===== src/design/safe_input_pkg.sv =====
/*
  shared constants for the dual-channel safe input block: register offsets,
  status field positions, reset values, state codes and timing counts.
  assumes a 125 MHz system clock; nothing else is shared between files.
*/
package safe_input_pkg;

  // register byte offsets, one aligned word each
  localparam logic [7:0] OFS_DEST_ADDR = 8'h00; // safety_dest_address_reg
  localparam logic [7:0] OFS_SHARED = 8'h04; // shared_access_config
  localparam logic [7:0] OFS_TOLERANCE = 8'h08; // channel_tolerance_time, ms
  localparam logic [7:0] OFS_SAFE_DEB = 8'h0C; // safe_input_debounce_time, ms
  localparam logic [7:0] OFS_STD_DEB = 8'h10; // std_input_debounce_time, ms
  localparam logic [7:0] OFS_STATUS = 8'h14; // safety_status_word, read only
  localparam logic [7:0] OFS_CONTROL = 8'h18; // write-one-to-clear strobes

  // status word field positions
  localparam int STAT_CH_A = 0; // filtered channel a level
  localparam int STAT_TORQUE_OFF = 1; // torque_off_active_bit
  localparam int STAT_WIRING = 2; // discrepancy fault, sticky
  localparam int STAT_TOGGLE = 3; // too many changes, sticky
  localparam int STAT_MONITOR = 4; // comm monitoring running
  localparam int STAT_SHARED = 5; // shared device enabled
  localparam int STAT_ADDR_ERR = 6; // config with foreign address seen
  localparam int STAT_CH_B = 7; // filtered channel b level

  // control word field positions
  localparam int CTRL_CLR_FAULT = 0; // clear wiring and toggle faults
  localparam int CTRL_CLR_ADDR = 1; // clear address error

  // reset values and the shared enable code
  localparam logic [15:0] RST_DEST_ADDR = 16'h0000;
  localparam logic [15:0] RST_SHARED = 16'h0000;
  localparam logic [15:0] RST_TOLERANCE = 16'h01F4; // 500 ms
  localparam logic [15:0] RST_SAFE_DEB = 16'h0001; // 1 ms
  localparam logic [15:0] RST_STD_DEB = 16'h0004; // 4 ms
  localparam logic [15:0] SHARED_ENABLE_CODE = 16'h0002;

  // timing: one tick per millisecond at an 8 ns clock
  localparam int TICK_MS = 1;
  localparam int CLK_PERIOD_PS = 8000;
  localparam int MS_CYCLES = (TICK_MS * 1000000000) / CLK_PERIOD_PS;
  localparam int TOGGLE_WINDOW_MS = 1000;
  localparam int TOGGLE_MAX = 20;

  // torque path states, one-hot
  typedef enum logic [2:0] {
    ST_RUN = 3'h1, // both channels high, torque allowed
    ST_OFF = 3'h2, // torque_off_function selected
    ST_FAULT = 3'h4 // latched fault, torque off
  } torque_state_type;

endpackage : safe_input_pkg

===== src/design/input_debounce.sv =====
/*
  one-channel debounce filter counting millisecond ticks.
  assumes raw_in synchronous to clk_in and tick_in a one-cycle pulse.
*/
`timescale 1ns/10ps
`default_nettype none
module input_debounce (
  input wire logic clk_in, // system clock
  input wire logic rstn_in, // synchronous reset, active low
  input wire logic tick_in, // one pulse per millisecond
  input wire logic raw_in, // unfiltered level
  input wire logic [15:0] limit_in, // stable time in ticks, 0 passes at once
  output logic level_out // filtered level
);

  typedef struct packed {
    logic level; // accepted level
    logic [15:0] cnt; // ticks the new level has held
  } deb_state_type;

  deb_state_type s_q; // registered state
  deb_state_type s_d; // next state

  // next-state logic
  always_comb begin
    s_d = s_q;
    // reset count on any return
    if (raw_in == s_q.level) begin
      s_d.cnt = 16'h0000;
    end else if (limit_in == 16'h0000) begin
      // filtering switched off
      s_d.level = raw_in;
    end else if (tick_in) begin
      // pass only after full time
      if (({1'b0, s_q.cnt} + 17'h0_0001) >= {1'b0, limit_in}) begin
        s_d.level = raw_in;
        s_d.cnt = 16'h0000;
      end else begin
        s_d.cnt = s_q.cnt + 16'h0001;
      end
    end
  end

  // state register; low is the safe level after reset
  always_ff @(posedge clk_in) begin
    if (!rstn_in) begin
      s_q <= '0;
    end else begin
      s_q <= s_d;
    end
  end

  assign level_out = s_q.level;
endmodule : input_debounce
`default_nettype wire


===== src/design/safe_dual_input_filter.sv =====
/*
  two-channel safe input processing for the torque shutdown path: debounce,
  discrepancy monitoring, toggle-rate monitoring, torque-off state, and the
  gate on safety comm monitoring. registers sit on a classic wishbone slave.
  assumes all inputs synchronous to clk_in; a config decoder delivers cfg_*.

// Notes on behaviour
// both channels compared for equal level
// lasting disagreement beyond tolerance flags wiring fault
// either channel low selects torque off
// tolerance time register, 500 ms at reset
// short changes filtered, response delayed by debounce
// debounce time register, 1 ms at reset
// too many changes in window raises fault
// controller test pulses last about 1/4 ms
// standard and safe debounce kept apart
// status bit shows torque off active
// destination address register, zero at reset
// controller sends config before safe comm
// comm monitoring only after config received
// shared access value 2 enables shared device
// new level needs whole stable tick count
*/
`timescale 1ns/10ps
`default_nettype none
module safe_dual_input_filter #(
  parameter int MS_CYCLES = safe_input_pkg::MS_CYCLES, // clocks per ms tick
  parameter int STD_INPUTS = 2, // standard digital inputs
  parameter int TOGGLE_WINDOW_MS = safe_input_pkg::TOGGLE_WINDOW_MS, // window length
  parameter logic [7:0] TOGGLE_MAX = 8'(safe_input_pkg::TOGGLE_MAX) // changes allowed per window
) (
  input wire logic clk_in, // system clock, 125 MHz
  input wire logic rstn_in, // synchronous reset, active low
  input wire logic wb_cyc_in, // wishbone cycle
  input wire logic wb_stb_in, // wishbone strobe
  input wire logic wb_we_in, // wishbone write
  input wire logic [7:0] wb_adr_in, // wishbone byte address
  input wire logic [3:0] wb_sel_in, // wishbone byte enables
  input wire logic [31:0] wb_dat_in, // wishbone write data
  output logic [31:0] wb_dat_out, // wishbone read data
  output logic wb_ack_out, // wishbone acknowledge
  input wire logic [1:0] safe_ch_in, // the two safe input channels
  input wire logic [STD_INPUTS-1:0] std_in, // standard inputs, raw
  output logic [STD_INPUTS-1:0] std_out, // standard inputs, filtered
  input wire logic cfg_valid_in, // safety config telegram received, pulse
  input wire logic [15:0] cfg_addr_in, // destination address in the config
  output logic torque_off_out, // torque shutdown request
  output logic wiring_fault_out, // discrepancy fault, sticky
  output logic toggle_fault_out, // toggle-rate fault, sticky
  output logic comm_monitor_en_out, // safety comm monitoring running
  output logic shared_device_en_out // shared device access enabled
);

  localparam int NCH = 2 + STD_INPUTS; // all filtered channels
  localparam int TW = $clog2(MS_CYCLES); // tick counter width
  localparam logic [TW-1:0] TICK_LAST = TW'(MS_CYCLES - 1);
  localparam logic [15:0] WIN_LAST = 16'(TOGGLE_WINDOW_MS - 1);

  // refuse settings the counters cannot serve
  if (MS_CYCLES < 2 || STD_INPUTS < 1 || TOGGLE_WINDOW_MS < 1 || TOGGLE_WINDOW_MS > 65535) begin : g_bad
    $error("safe_dual_input_filter: unsupported parameter value");
  end

  typedef struct packed {
    safe_input_pkg::torque_state_type st; // torque path state
    logic [15:0] dest; // safety_dest_address_reg
    logic [15:0] shared; // shared_access_config
    logic [15:0] tol; // channel_tolerance_time
    logic [15:0] deb; // safe_input_debounce_time
    logic [15:0] std_deb; // std_input_debounce_time
    logic [TW-1:0] tick_cnt; // clocks within the ms
    logic tick; // ms tick pulse
    logic [15:0] disc_cnt; // ms of disagreement
    logic disc_fault; // wiring fault
    logic [15:0] win_cnt; // ms within toggle window
    logic [7:0] edge_cnt; // raw changes in window
    logic tog_fault; // toggle fault
    logic [1:0] raw_prev; // raw channels last cycle
    logic cfg_rcvd; // config accepted
    logic addr_err; // config for another address
    logic ack; // bus acknowledge
    logic [31:0] rdat; // bus read data
    logic torque_off; // registered shutdown request
    logic shared_en; // registered shared enable
  } state_type;

  state_type s_q; // registered state
  state_type s_d; // next state
  logic [NCH-1:0] raw_all; // every channel before filtering
  logic [NCH-1:0] filt; // every channel after filtering
  logic [1:0] safe_f; // filtered safe channels
  logic bus_req; // new bus access this cycle
  logic bus_wr; // new write access
  logic [1:0] toggles; // raw changes this cycle
  logic [31:0] status; // status word as it stands

  // byte-lane merge of a 16-bit register
  function automatic logic [15:0] merge16(input logic [15:0] old, input logic [31:0] wd,
                                          input logic [3:0] sel);
    logic [15:0] r;
    r = old;
    if (sel[0]) begin
      r[7:0] = wd[7:0];
    end
    if (sel[1]) begin
      r[15:8] = wd[15:8];
    end
    return r;
  endfunction : merge16

  // word-aligned address match
  function automatic logic hit(input logic [7:0] adr, input logic [7:0] ofs);
    return adr[7:2] == ofs[7:2];
  endfunction : hit

  assign raw_all = {std_in, safe_ch_in};
  assign safe_f = filt[1:0];

  // one filter per channel, safe and standard timings apart
  for (genvar i = 0; i < NCH; i++) begin : g_deb
    logic [15:0] limit; // debounce time for this channel
    // separate debounce per class
    assign limit = (i < 2) ? s_q.deb : s_q.std_deb;
    input_debounce u_deb (
      .clk_in(clk_in),
      .rstn_in(rstn_in),
      .tick_in(s_q.tick),
      .raw_in(raw_all[i]),
      .limit_in(limit),
      .level_out(filt[i])
    );
  end

  assign std_out = filt[NCH-1:2];
  assign bus_req = wb_cyc_in && wb_stb_in && !s_q.ack;
  assign bus_wr = bus_req && wb_we_in;
  assign toggles = s_q.raw_prev ^ safe_ch_in;

  // status word assembly
  always_comb begin
    status = 32'h0000_0000;
    status[safe_input_pkg::STAT_CH_A] = safe_f[0];
    status[safe_input_pkg::STAT_CH_B] = safe_f[1];
    // torque off visible to software
    status[safe_input_pkg::STAT_TORQUE_OFF] = s_q.torque_off;
    status[safe_input_pkg::STAT_WIRING] = s_q.disc_fault;
    status[safe_input_pkg::STAT_TOGGLE] = s_q.tog_fault;
    status[safe_input_pkg::STAT_MONITOR] = s_q.cfg_rcvd;
    status[safe_input_pkg::STAT_SHARED] = s_q.shared_en;
    status[safe_input_pkg::STAT_ADDR_ERR] = s_q.addr_err;
  end

  // next-state logic for the whole block
  always_comb begin
    s_d = s_q;
    // millisecond time base
    s_d.tick = 1'b0;
    if (s_q.tick_cnt == TICK_LAST) begin
      s_d.tick_cnt = '0;
      s_d.tick = 1'b1;
    end else begin
      s_d.tick_cnt = s_q.tick_cnt + TW'(1);
    end

    // bus slave: answer one cycle after the request, unmapped reads zero
    s_d.ack = bus_req;
    s_d.rdat = 32'h0000_0000;
    if (bus_req && !wb_we_in) begin
      if (hit(wb_adr_in, safe_input_pkg::OFS_DEST_ADDR)) begin
        s_d.rdat = {16'h0000, s_q.dest};
      end else if (hit(wb_adr_in, safe_input_pkg::OFS_SHARED)) begin
        s_d.rdat = {16'h0000, s_q.shared};
      end else if (hit(wb_adr_in, safe_input_pkg::OFS_TOLERANCE)) begin
        s_d.rdat = {16'h0000, s_q.tol};
      end else if (hit(wb_adr_in, safe_input_pkg::OFS_SAFE_DEB)) begin
        s_d.rdat = {16'h0000, s_q.deb};
      end else if (hit(wb_adr_in, safe_input_pkg::OFS_STD_DEB)) begin
        s_d.rdat = {16'h0000, s_q.std_deb};
      end else if (hit(wb_adr_in, safe_input_pkg::OFS_STATUS)) begin
        s_d.rdat = status;
      end
    end
    if (bus_wr) begin
      // destination address register
      if (hit(wb_adr_in, safe_input_pkg::OFS_DEST_ADDR)) begin
        s_d.dest = merge16(s_q.dest, wb_dat_in, wb_sel_in);
      end
      if (hit(wb_adr_in, safe_input_pkg::OFS_SHARED)) begin
        s_d.shared = merge16(s_q.shared, wb_dat_in, wb_sel_in);
      end
      // tolerance time setting
      if (hit(wb_adr_in, safe_input_pkg::OFS_TOLERANCE)) begin
        s_d.tol = merge16(s_q.tol, wb_dat_in, wb_sel_in);
      end
      // safe debounce setting
      if (hit(wb_adr_in, safe_input_pkg::OFS_SAFE_DEB)) begin
        s_d.deb = merge16(s_q.deb, wb_dat_in, wb_sel_in);
      end
      if (hit(wb_adr_in, safe_input_pkg::OFS_STD_DEB)) begin
        s_d.std_deb = merge16(s_q.std_deb, wb_dat_in, wb_sel_in);
      end
      // clears come first so that a same-cycle event below wins
      if (hit(wb_adr_in, safe_input_pkg::OFS_CONTROL) && wb_sel_in[0]) begin
        if (wb_dat_in[safe_input_pkg::CTRL_CLR_FAULT]) begin
          s_d.disc_fault = 1'b0;
          s_d.tog_fault = 1'b0;
        end
        if (wb_dat_in[safe_input_pkg::CTRL_CLR_ADDR]) begin
          s_d.addr_err = 1'b0;
        end
      end
    end

    // channel equality check
    if (safe_f[0] != safe_f[1]) begin
      if (s_q.tick) begin
        // disagreement past tolerance
        if (s_q.disc_cnt >= s_q.tol) begin
          s_d.disc_fault = 1'b1;
        end else begin
          s_d.disc_cnt = s_q.disc_cnt + 16'h0001;
        end
      end
    end else begin
      s_d.disc_cnt = 16'h0000;
    end

    // count raw changes per window
    s_d.raw_prev = safe_ch_in;
    if (s_q.edge_cnt < 8'hFE) begin
      s_d.edge_cnt = s_q.edge_cnt + {7'h00, toggles[0]} + {7'h00, toggles[1]};
    end
    if (s_q.tick) begin
      if (s_q.win_cnt == WIN_LAST) begin
        s_d.win_cnt = 16'h0000;
        s_d.edge_cnt = 8'h00;
      end else begin
        s_d.win_cnt = s_q.win_cnt + 16'h0001;
      end
    end
    if (s_q.edge_cnt > TOGGLE_MAX) begin
      s_d.tog_fault = 1'b1;
    end

    // config arrives before safe comm
    if (cfg_valid_in) begin
      // monitoring gated on accepted config
      if (cfg_addr_in == s_q.dest) begin
        s_d.cfg_rcvd = 1'b1;
      end else begin
        s_d.addr_err = 1'b1;
      end
    end

    // shared device on value 2
    s_d.shared_en = (s_d.shared == safe_input_pkg::SHARED_ENABLE_CODE);

    // torque path; a fault holds torque off until cleared
    unique case (s_q.st)
      safe_input_pkg::ST_RUN: begin
        if (s_q.disc_fault || s_q.tog_fault) begin
          s_d.st = safe_input_pkg::ST_FAULT;
        end else if (safe_f != 2'b11) begin
          // either channel low selects
          s_d.st = safe_input_pkg::ST_OFF;
        end
      end
      safe_input_pkg::ST_OFF: begin
        if (s_q.disc_fault || s_q.tog_fault) begin
          s_d.st = safe_input_pkg::ST_FAULT;
        end else if (safe_f == 2'b11) begin
          s_d.st = safe_input_pkg::ST_RUN;
        end
      end
      safe_input_pkg::ST_FAULT: begin
        if (!s_q.disc_fault && !s_q.tog_fault) begin
          s_d.st = safe_input_pkg::ST_OFF;
        end
      end
      default: begin
        // a corrupted code falls to the safe state
        s_d.st = safe_input_pkg::ST_FAULT;
      end
    endcase
    // active bit follows state
    s_d.torque_off = (s_d.st != safe_input_pkg::ST_RUN);
  end

  // state register; torque starts off until both channels read high
  always_ff @(posedge clk_in) begin
    if (!rstn_in) begin
      s_q <= '0;
      s_q.st <= safe_input_pkg::ST_OFF;
      s_q.torque_off <= 1'b1;
      s_q.dest <= safe_input_pkg::RST_DEST_ADDR;
      s_q.shared <= safe_input_pkg::RST_SHARED;
      s_q.tol <= safe_input_pkg::RST_TOLERANCE;
      s_q.deb <= safe_input_pkg::RST_SAFE_DEB;
      s_q.std_deb <= safe_input_pkg::RST_STD_DEB;
    end else begin
      s_q <= s_d;
    end
  end

  assign wb_dat_out = s_q.rdat;
  assign wb_ack_out = s_q.ack;
  assign torque_off_out = s_q.torque_off;
  assign wiring_fault_out = s_q.disc_fault;
  assign toggle_fault_out = s_q.tog_fault;
  assign comm_monitor_en_out = s_q.cfg_rcvd;
  assign shared_device_en_out = s_q.shared_en;
endmodule : safe_dual_input_filter
`default_nettype wire


===== config.mk =====
export PLATFORM = sky130hd
export DESIGN_NAME = safe_dual_input_filter
export DESIGN_NICKNAME = d
export VERILOG_FILES = /design/src/design/safe_input_pkg.sv /design/src/design/input_debounce.sv /design/src/design/safe_dual_input_filter.sv
export SDC_FILE = /design/constraint.sdc
export NUM_CORES = 1
export LEC_CHECK = 0
export BUFFER_PORTS_ARGS = -buffer_cell sky130_fd_sc_hd__buf_2
export CELL_PAD_IN_SITES_DETAIL_PLACEMENT = 2
export CELL_PAD_IN_SITES_GLOBAL_PLACEMENT = 2
export CORE_MARGIN = 8
export CORE_UTILIZATION = 39
export DETAILED_ROUTE_END_ITERATION = 8
export MAX_ROUTING_LAYER = met4
export PLACE_DENSITY_LB_ADDON = 0.1
export SKIP_CTS_REPAIR_TIMING = 1
export SLEW_MARGIN = 15
export SYNTH_ARGS = -nofsm -noshare
export SYNTH_HDL_FRONTEND = slang
export SYNTH_HIERARCHICAL = 1
export SYNTH_SLANG_ARGS = --single-unit

===== constraint.sdc =====
create_clock -name clk_in -period 7.8 [get_ports clk_in]
set_clock_uncertainty 0.1 [all_clocks]
set_input_delay 1.56 -clock clk_in [delete_from_list [all_inputs] [get_ports clk_in]]
set_output_delay 1.56 -clock clk_in [all_outputs]
set_load 0.02 [all_outputs]

# Word-level counts from Yosys, hierarchy flattened
# Cells that the tools add are included.
[word_totals]
mem_count = 0
romBits = 0
word_cells = 193
latch_bits = 0
mem_bits_rw = 0
inputBits = 70
ff_bits = 250
out_inout_bits = 40
[classes]
reduce_logical = 48
bitwise = 10
add_sub_neg = 13
eq_ne = 21
n_lt_le_gt_ge = 7
div = 0
n_mul = 0
shift = 0
n_mux = 61
[ops]
columns = ["cell", "n"]
rows = [
  ["16-bit two-way mux", 14],
  ["16-bit by 1-bit adder with 16-bit output, second input constant", 6],
  ["8-bit two-way mux", 12],
  ["16-bit by 1-bit adder with 17-bit output, second input constant", 4],
  ["17-bit by 16-bit greater-or-equal comparator with 1-bit output", 4],
  ["17-bit two-way mux", 4],
  ["64-bit two-way mux", 1],
  ["3-bit AND reduction", 13],
  ["16-bit zero test", 2],
  ["1-bit two-way mux", 24],
  ["6-bit by 3-bit == test with 1-bit output, second input constant", 3],
  ["2-bit nonzero test", 9],
  ["17-bit by 1-bit adder with 17-bit output, second input constant", 1],
  ["17-bit == test, second input constant", 1],
  ["8-bit by 1-bit adder with 8-bit output", 2],
  ["16-bit by 10-bit == test with 1-bit output, second input constant", 1],
  ["16-bit == test", 1],
  ["16-bit by 2-bit == test with 1-bit output, second input constant", 1],
  ["16-bit greater-or-equal comparator", 1],
  ["3-bit two-way mux", 5],
  ["6-bit by 2-bit == test with 1-bit output, second input constant", 2],
  ["2-bit AND reduction", 6],
  ["2-bit OR reduction", 5],
  ["1-bit NOT", 9],
  ["other kinds (18)", 29],
]

# Depth between registers and ports, before layout
[depth]
word_depth = 7
ltp_mapped = 14
ltp_nobuf = 12

# Cells and area by module
# Netlist, hierarchy kept.
[by_module_without_submodules]
columns = ["mod", "seq_area_each_um2", "cells_per_inst", "instances", "area_each_um2"]
rows = [
  ["safe_dual_input_filter", 3323.2, 915, 1, 7613.6],
  ["input_debounce", 340.3, 213, 4, 1552.7],
]

# Worst setup path before layout
# OpenSTA, ideal clock, no wires.
[synth_path]
kind = "register -> register"
startpoint = "reg g_deb[0].u_deb/s_q[0] (netlist name)"
endpoint = "reg g_deb[0].u_deb/s_q[6] (netlist name)"
period_less_slack_ps = 3181
n_path_buf = 1
required_ps = 7630
setup_ps = 70
t_arrival_ps = 3011
path_stages_with_launch = 13
path_slack_ps = 4619
cell_sequence = "dfxtp_1 > ha_1 > nand3_2 > or2_0 > buf_2 > nor2_1 > xor2_1 > ha_1 > a21o_1 > a221oi_1 > nand3_1 > or3b_2 > a21oi_1"
[synth_between]
elab_chain_len = 3
word_cells_on_any_way = 4
[synth_lines]
columns = ["element", "line", "text"]
rows = [
  ["from (decl)", "input_debounce.sv:21", "deb_state_type s_q;"],
  ["from (signal assigned)", "input_debounce.sv:47", "s_q <= '0;"],
  ["from (signal assigned)", "input_debounce.sv:49", "s_q <= s_d;"],
  ["16-bit by 1-bit adder with 17-bit output", "input_debounce.sv:35", "if (({1'b0, s_q.cnt} + 17'h0_0001) >= {1'b0, limit_in}) begin"],
  ["17-bit by 16-bit greater-or-equal comparator with 1-bit output", "input_debounce.sv:35", ""],
  ["16-bit two-way mux (*)", "input_debounce.sv:35", ""],
]
# Mark *: on every way between the ends. The rest lies on a longest branch, timed or not.
# A chain may end at the register's enable or synchronous reset.

# Worst setup path in the final report
[layout_path]
startpoint = "reg g_deb[2].u_deb/s_q[0] (netlist name)"
endpoint = "reg g_deb[2].u_deb/s_q[2] (netlist name)"
[layout_between]
elab_chain_len = 3
word_cells_on_any_way = 4
[layout_lines]
columns = ["element", "line"]
rows = [
  ["from (decl)", "input_debounce.sv:21"],
  ["from (signal assigned)", "input_debounce.sv:47"],
  ["from (signal assigned)", "input_debounce.sv:49"],
  ["16-bit by 1-bit adder with 17-bit output", "input_debounce.sv:35"],
  ["17-bit by 16-bit greater-or-equal comparator with 1-bit output", "input_debounce.sv:35"],
  ["16-bit two-way mux (*)", "input_debounce.sv:35"],
]
# Marked as above.

==> summary.txt <==
First-pass GRT wire length: 78,400 um
Wire per inst: 21.9 um
Hpwl dp: 35,700 um
Overflow after GRT: 0
Buf/Inv on CP: 0
Clock Sinks: 234
Worst EP arrival: 4500 ps
Vias in the first global route: 14,100
Chip width: 204 um
Initial antenna violation count: 1
Rows: 69
Sequential share of the synthesized area: 33.9%
Comb power frac: 4.0%
CTS tree: done
Setup crit start kind: flip-flop
Synth top area cells: dfxtp_1, ha_1, a21oi_1
Largest area contributor in the synthesized netlist: dfxtp_1
Worst skew pair latency: 590 ps
DR vias/cell: 5.85
Setup violators final: 0
Area growth from synthesis to layout: 10.1%
Crit path time final: 4120 ps
Crit-path cells: ha_1 -> nand3_2 -> or2_0 -> nor2_1 -> xor2_1 -> ha_1 -> nand3_1 -> nor3_1 -> a221oi_1 -> nand3_1 -> or4_1 -> a31oi_1
Die ar.: 41,700 um2
Synth warnings: 6
Tcrit/Tclk final: 52.9%
Pleak: 5.42 nW
Outcome: finished, final reports clean
Hold/Removal Path Class: flip-flop to flip-flop
P_int: 0.00200 W
Syn Inst Count: 1,767
Worst-path maximum fanout: 9
Gr usage total: 23.9%
FF+latch count, synth: 234
Vias after detailed routing: 13,200
Syn avg cell area: 7.82 um2
Die Height: 204 um
Synth top cells by count: nand2_1, dfxtp_1, a21oi_1
Synth top area share: 33.9%
CP endpoint kind: flip-flop
I/O Pins: 110
Pin count of the biggest net entering global routing: 47
DRC viols: 0
H-tree depth: 1
Core area: 35,200 um2
Worst setup margin: 3680 ps
Worst VDD drop: 0.000182 V
Worst relative slew slack: 26.9%
CTS Buffer Depth: 3
Post-Route Setup TNS: 0 ps
Setup CP Type: flip-flop to flip-flop
Most used DFF post-synth: dfxtp_1
Share of cells above drive strength 1: 9.16%
Hold Vio Cnt, Final: 0
Delay-heaviest family, CP: simple AND/OR/NAND/NOR gates
Count leader, synth: nand2_1
Antenna Nets Post-Route: 0
Post-Syn Area: 13,800 um2
Pwr dens: 173 nW/um2
Switch share: 23.9%
WP data required: 8170 ps
Total wire length: 49,300 um
Nets: 1,933
Initial Util: 39.2%
Worst-Margin Slew: 1100 ps
Clock Tree Root: clkbuf_16
Ys async rst share: 0%
Pre-antenna DRT Iters: 8
Setup WS pre-CTS: 3760 ps
DR iter-0 viols: 589
Critical-path top delay cell: or4_1
Sw Pwr: 0.000629 W
Fillcell total: 4,051
Unrepaired setup endpoints after global routing: false
Achievable Freq: 243 MHz
Final Max Tran Viols: 0
Clock transition at path regs: 50 ps
Clock Power Share: 49.8%
CP peak stage delay: 540 ps
Sequential share of power: 46.1%
Number of flops mapped to enable cells by yosys: 0
Cts bufs inserted: 30
Synth cell types: 65
I/O Buffers: 73
Placer Congestion: 0.831
MaxCap Viol Count: 0
## worst reg2reg max path, delay by kind of cell (launching register included)
family	cells	cell delay (ps)
flops	1	420
compound gates	2	630
xor+xnor	1	320
fa+ha+maj	2	580
simple gates	7	2000
## logic make-up after synthesis
kind of cell             Yosys count  synth area share [%]
buffers and inverters            245                  7.73
AND/OR/NAND/NOR                  745                  28.0
XOR/XNOR                         116                  7.57
multiplexers                       2                 0.145
AO/OA/AOI/OAI                    334                  14.4
other                              1                0.0271
flip-flops                       234                  33.9
adder cells (fa/ha/maj)           90                  8.20
## metrics by stage
stage	area, um2	hold slack, ps	total power, W	util (%)	std cells
after floorplan	13900	318	0.00130	-	1782
after global placement	14300	328	0.00134	40.6	2202
after detailed placement	14300	355	0.00134	40.6	2202
after CTS	15200	366	0.00267	43.2	2252
after global routing	15200	378	0.00272	43.2	2253
final	15200	363	0.00263	43.2	2253
## state kept, by name, summed over array words and instances (netlist names)
signal	count
wb_dat_out	16
s_q	112
g_deb.limit	32
torque_off_out	1
wb_ack_out	1
shared_device_en_out	1
wiring_fault_out	1
g_deb.u_deb/s_q	64
toggle_fault_out	1
g_deb.u_deb/level_out	4
comm_monitor_en_out	1
## worst paths after layout
kind | from | to | slack, ps | cells past startpoint
worst min-delay path | s_q[82]$_SDFF_PP0_ | s_q[82]$_SDFF_PP0_ | 360 | 1
worst min register to register | s_q[82]$_SDFF_PP0_ | s_q[82]$_SDFF_PP0_ | 360 | 1
worst max register to register | g_deb[2].u_deb/s_q[0]$_SDFFE_PP0P_ | g_deb[2].u_deb/s_q[2]$_SDFFE_PP0P_ | 3680 | 12
worst max-delay path | g_deb[2].u_deb/s_q[0]$_SDFFE_PP0P_ | g_deb[2].u_deb/s_q[2]$_SDFFE_PP0P_ | 3680 | 12
## power by group through the flow
stage	clock [W]	combinational, W	sequential [W]
2_1_floorplan	0	0.0000602	0.00124
3_3_place_gp	0	0.0000997	0.00124
3_5_place_dp	0	0.000104	0.00124
4_1_cts	0.00135	0.000106	0.00121
5_1_grt	0.00139	0.000115	0.00121
6_report	0.00131	0.000105	0.00121
## layout make-up
| class | count | area, um2 | share of cell area, % |
|---|---|---|---|
| Multi-Input combinational cell | 1303 | 8140 | 53.5 |
| Sequential cell | 234 | 4680 | 30.8 |
| Timing Repair Buffer | 85 | 455 | 2.99 |
| Antenna cell | 1 | 2.50 | 0.0164 |
| Clock inverter | 6 | 41.3 | 0.271 |
| Tap cell | 461 | 577 | 3.79 |
| Clock buffer | 44 | 873 | 5.74 |
| Inverter | 119 | 447 | 2.93 |
## metal layers
metal  share of wire, %  up-vias  track usage, %
li1                   -     6259               -
met1                 46     6606            30.1
met2                 48      228            39.4
met3                3.7       79            3.04
met4                3.0        0            7.17
met5                  0        -               -
## placed cells by master (no fill, tap or decap), drive strengths merged, types with 6 or more instances in the layout
cell / n
ha: 89
xnor2: 57
nand3: 138
nand2: 244
buf: 85
conb: 16
a22oi: 13
nor3: 15
clkinv: 6
or3: 16
inv: 119
a21oi: 189
o31ai: 9
or4: 20
o21ai: 44
and2: 15
dfxtp: 234
xor2: 59
and4: 19
and3: 15
or3b: 20
a31oi: 18
clkbuf: 44
a222oi: 19
nand4: 58
nor2: 94
o211ai: 11
nor4b: 11
nor4: 57
a21boi: 8
Note: power is estimated with default switching activity, not from simulation.
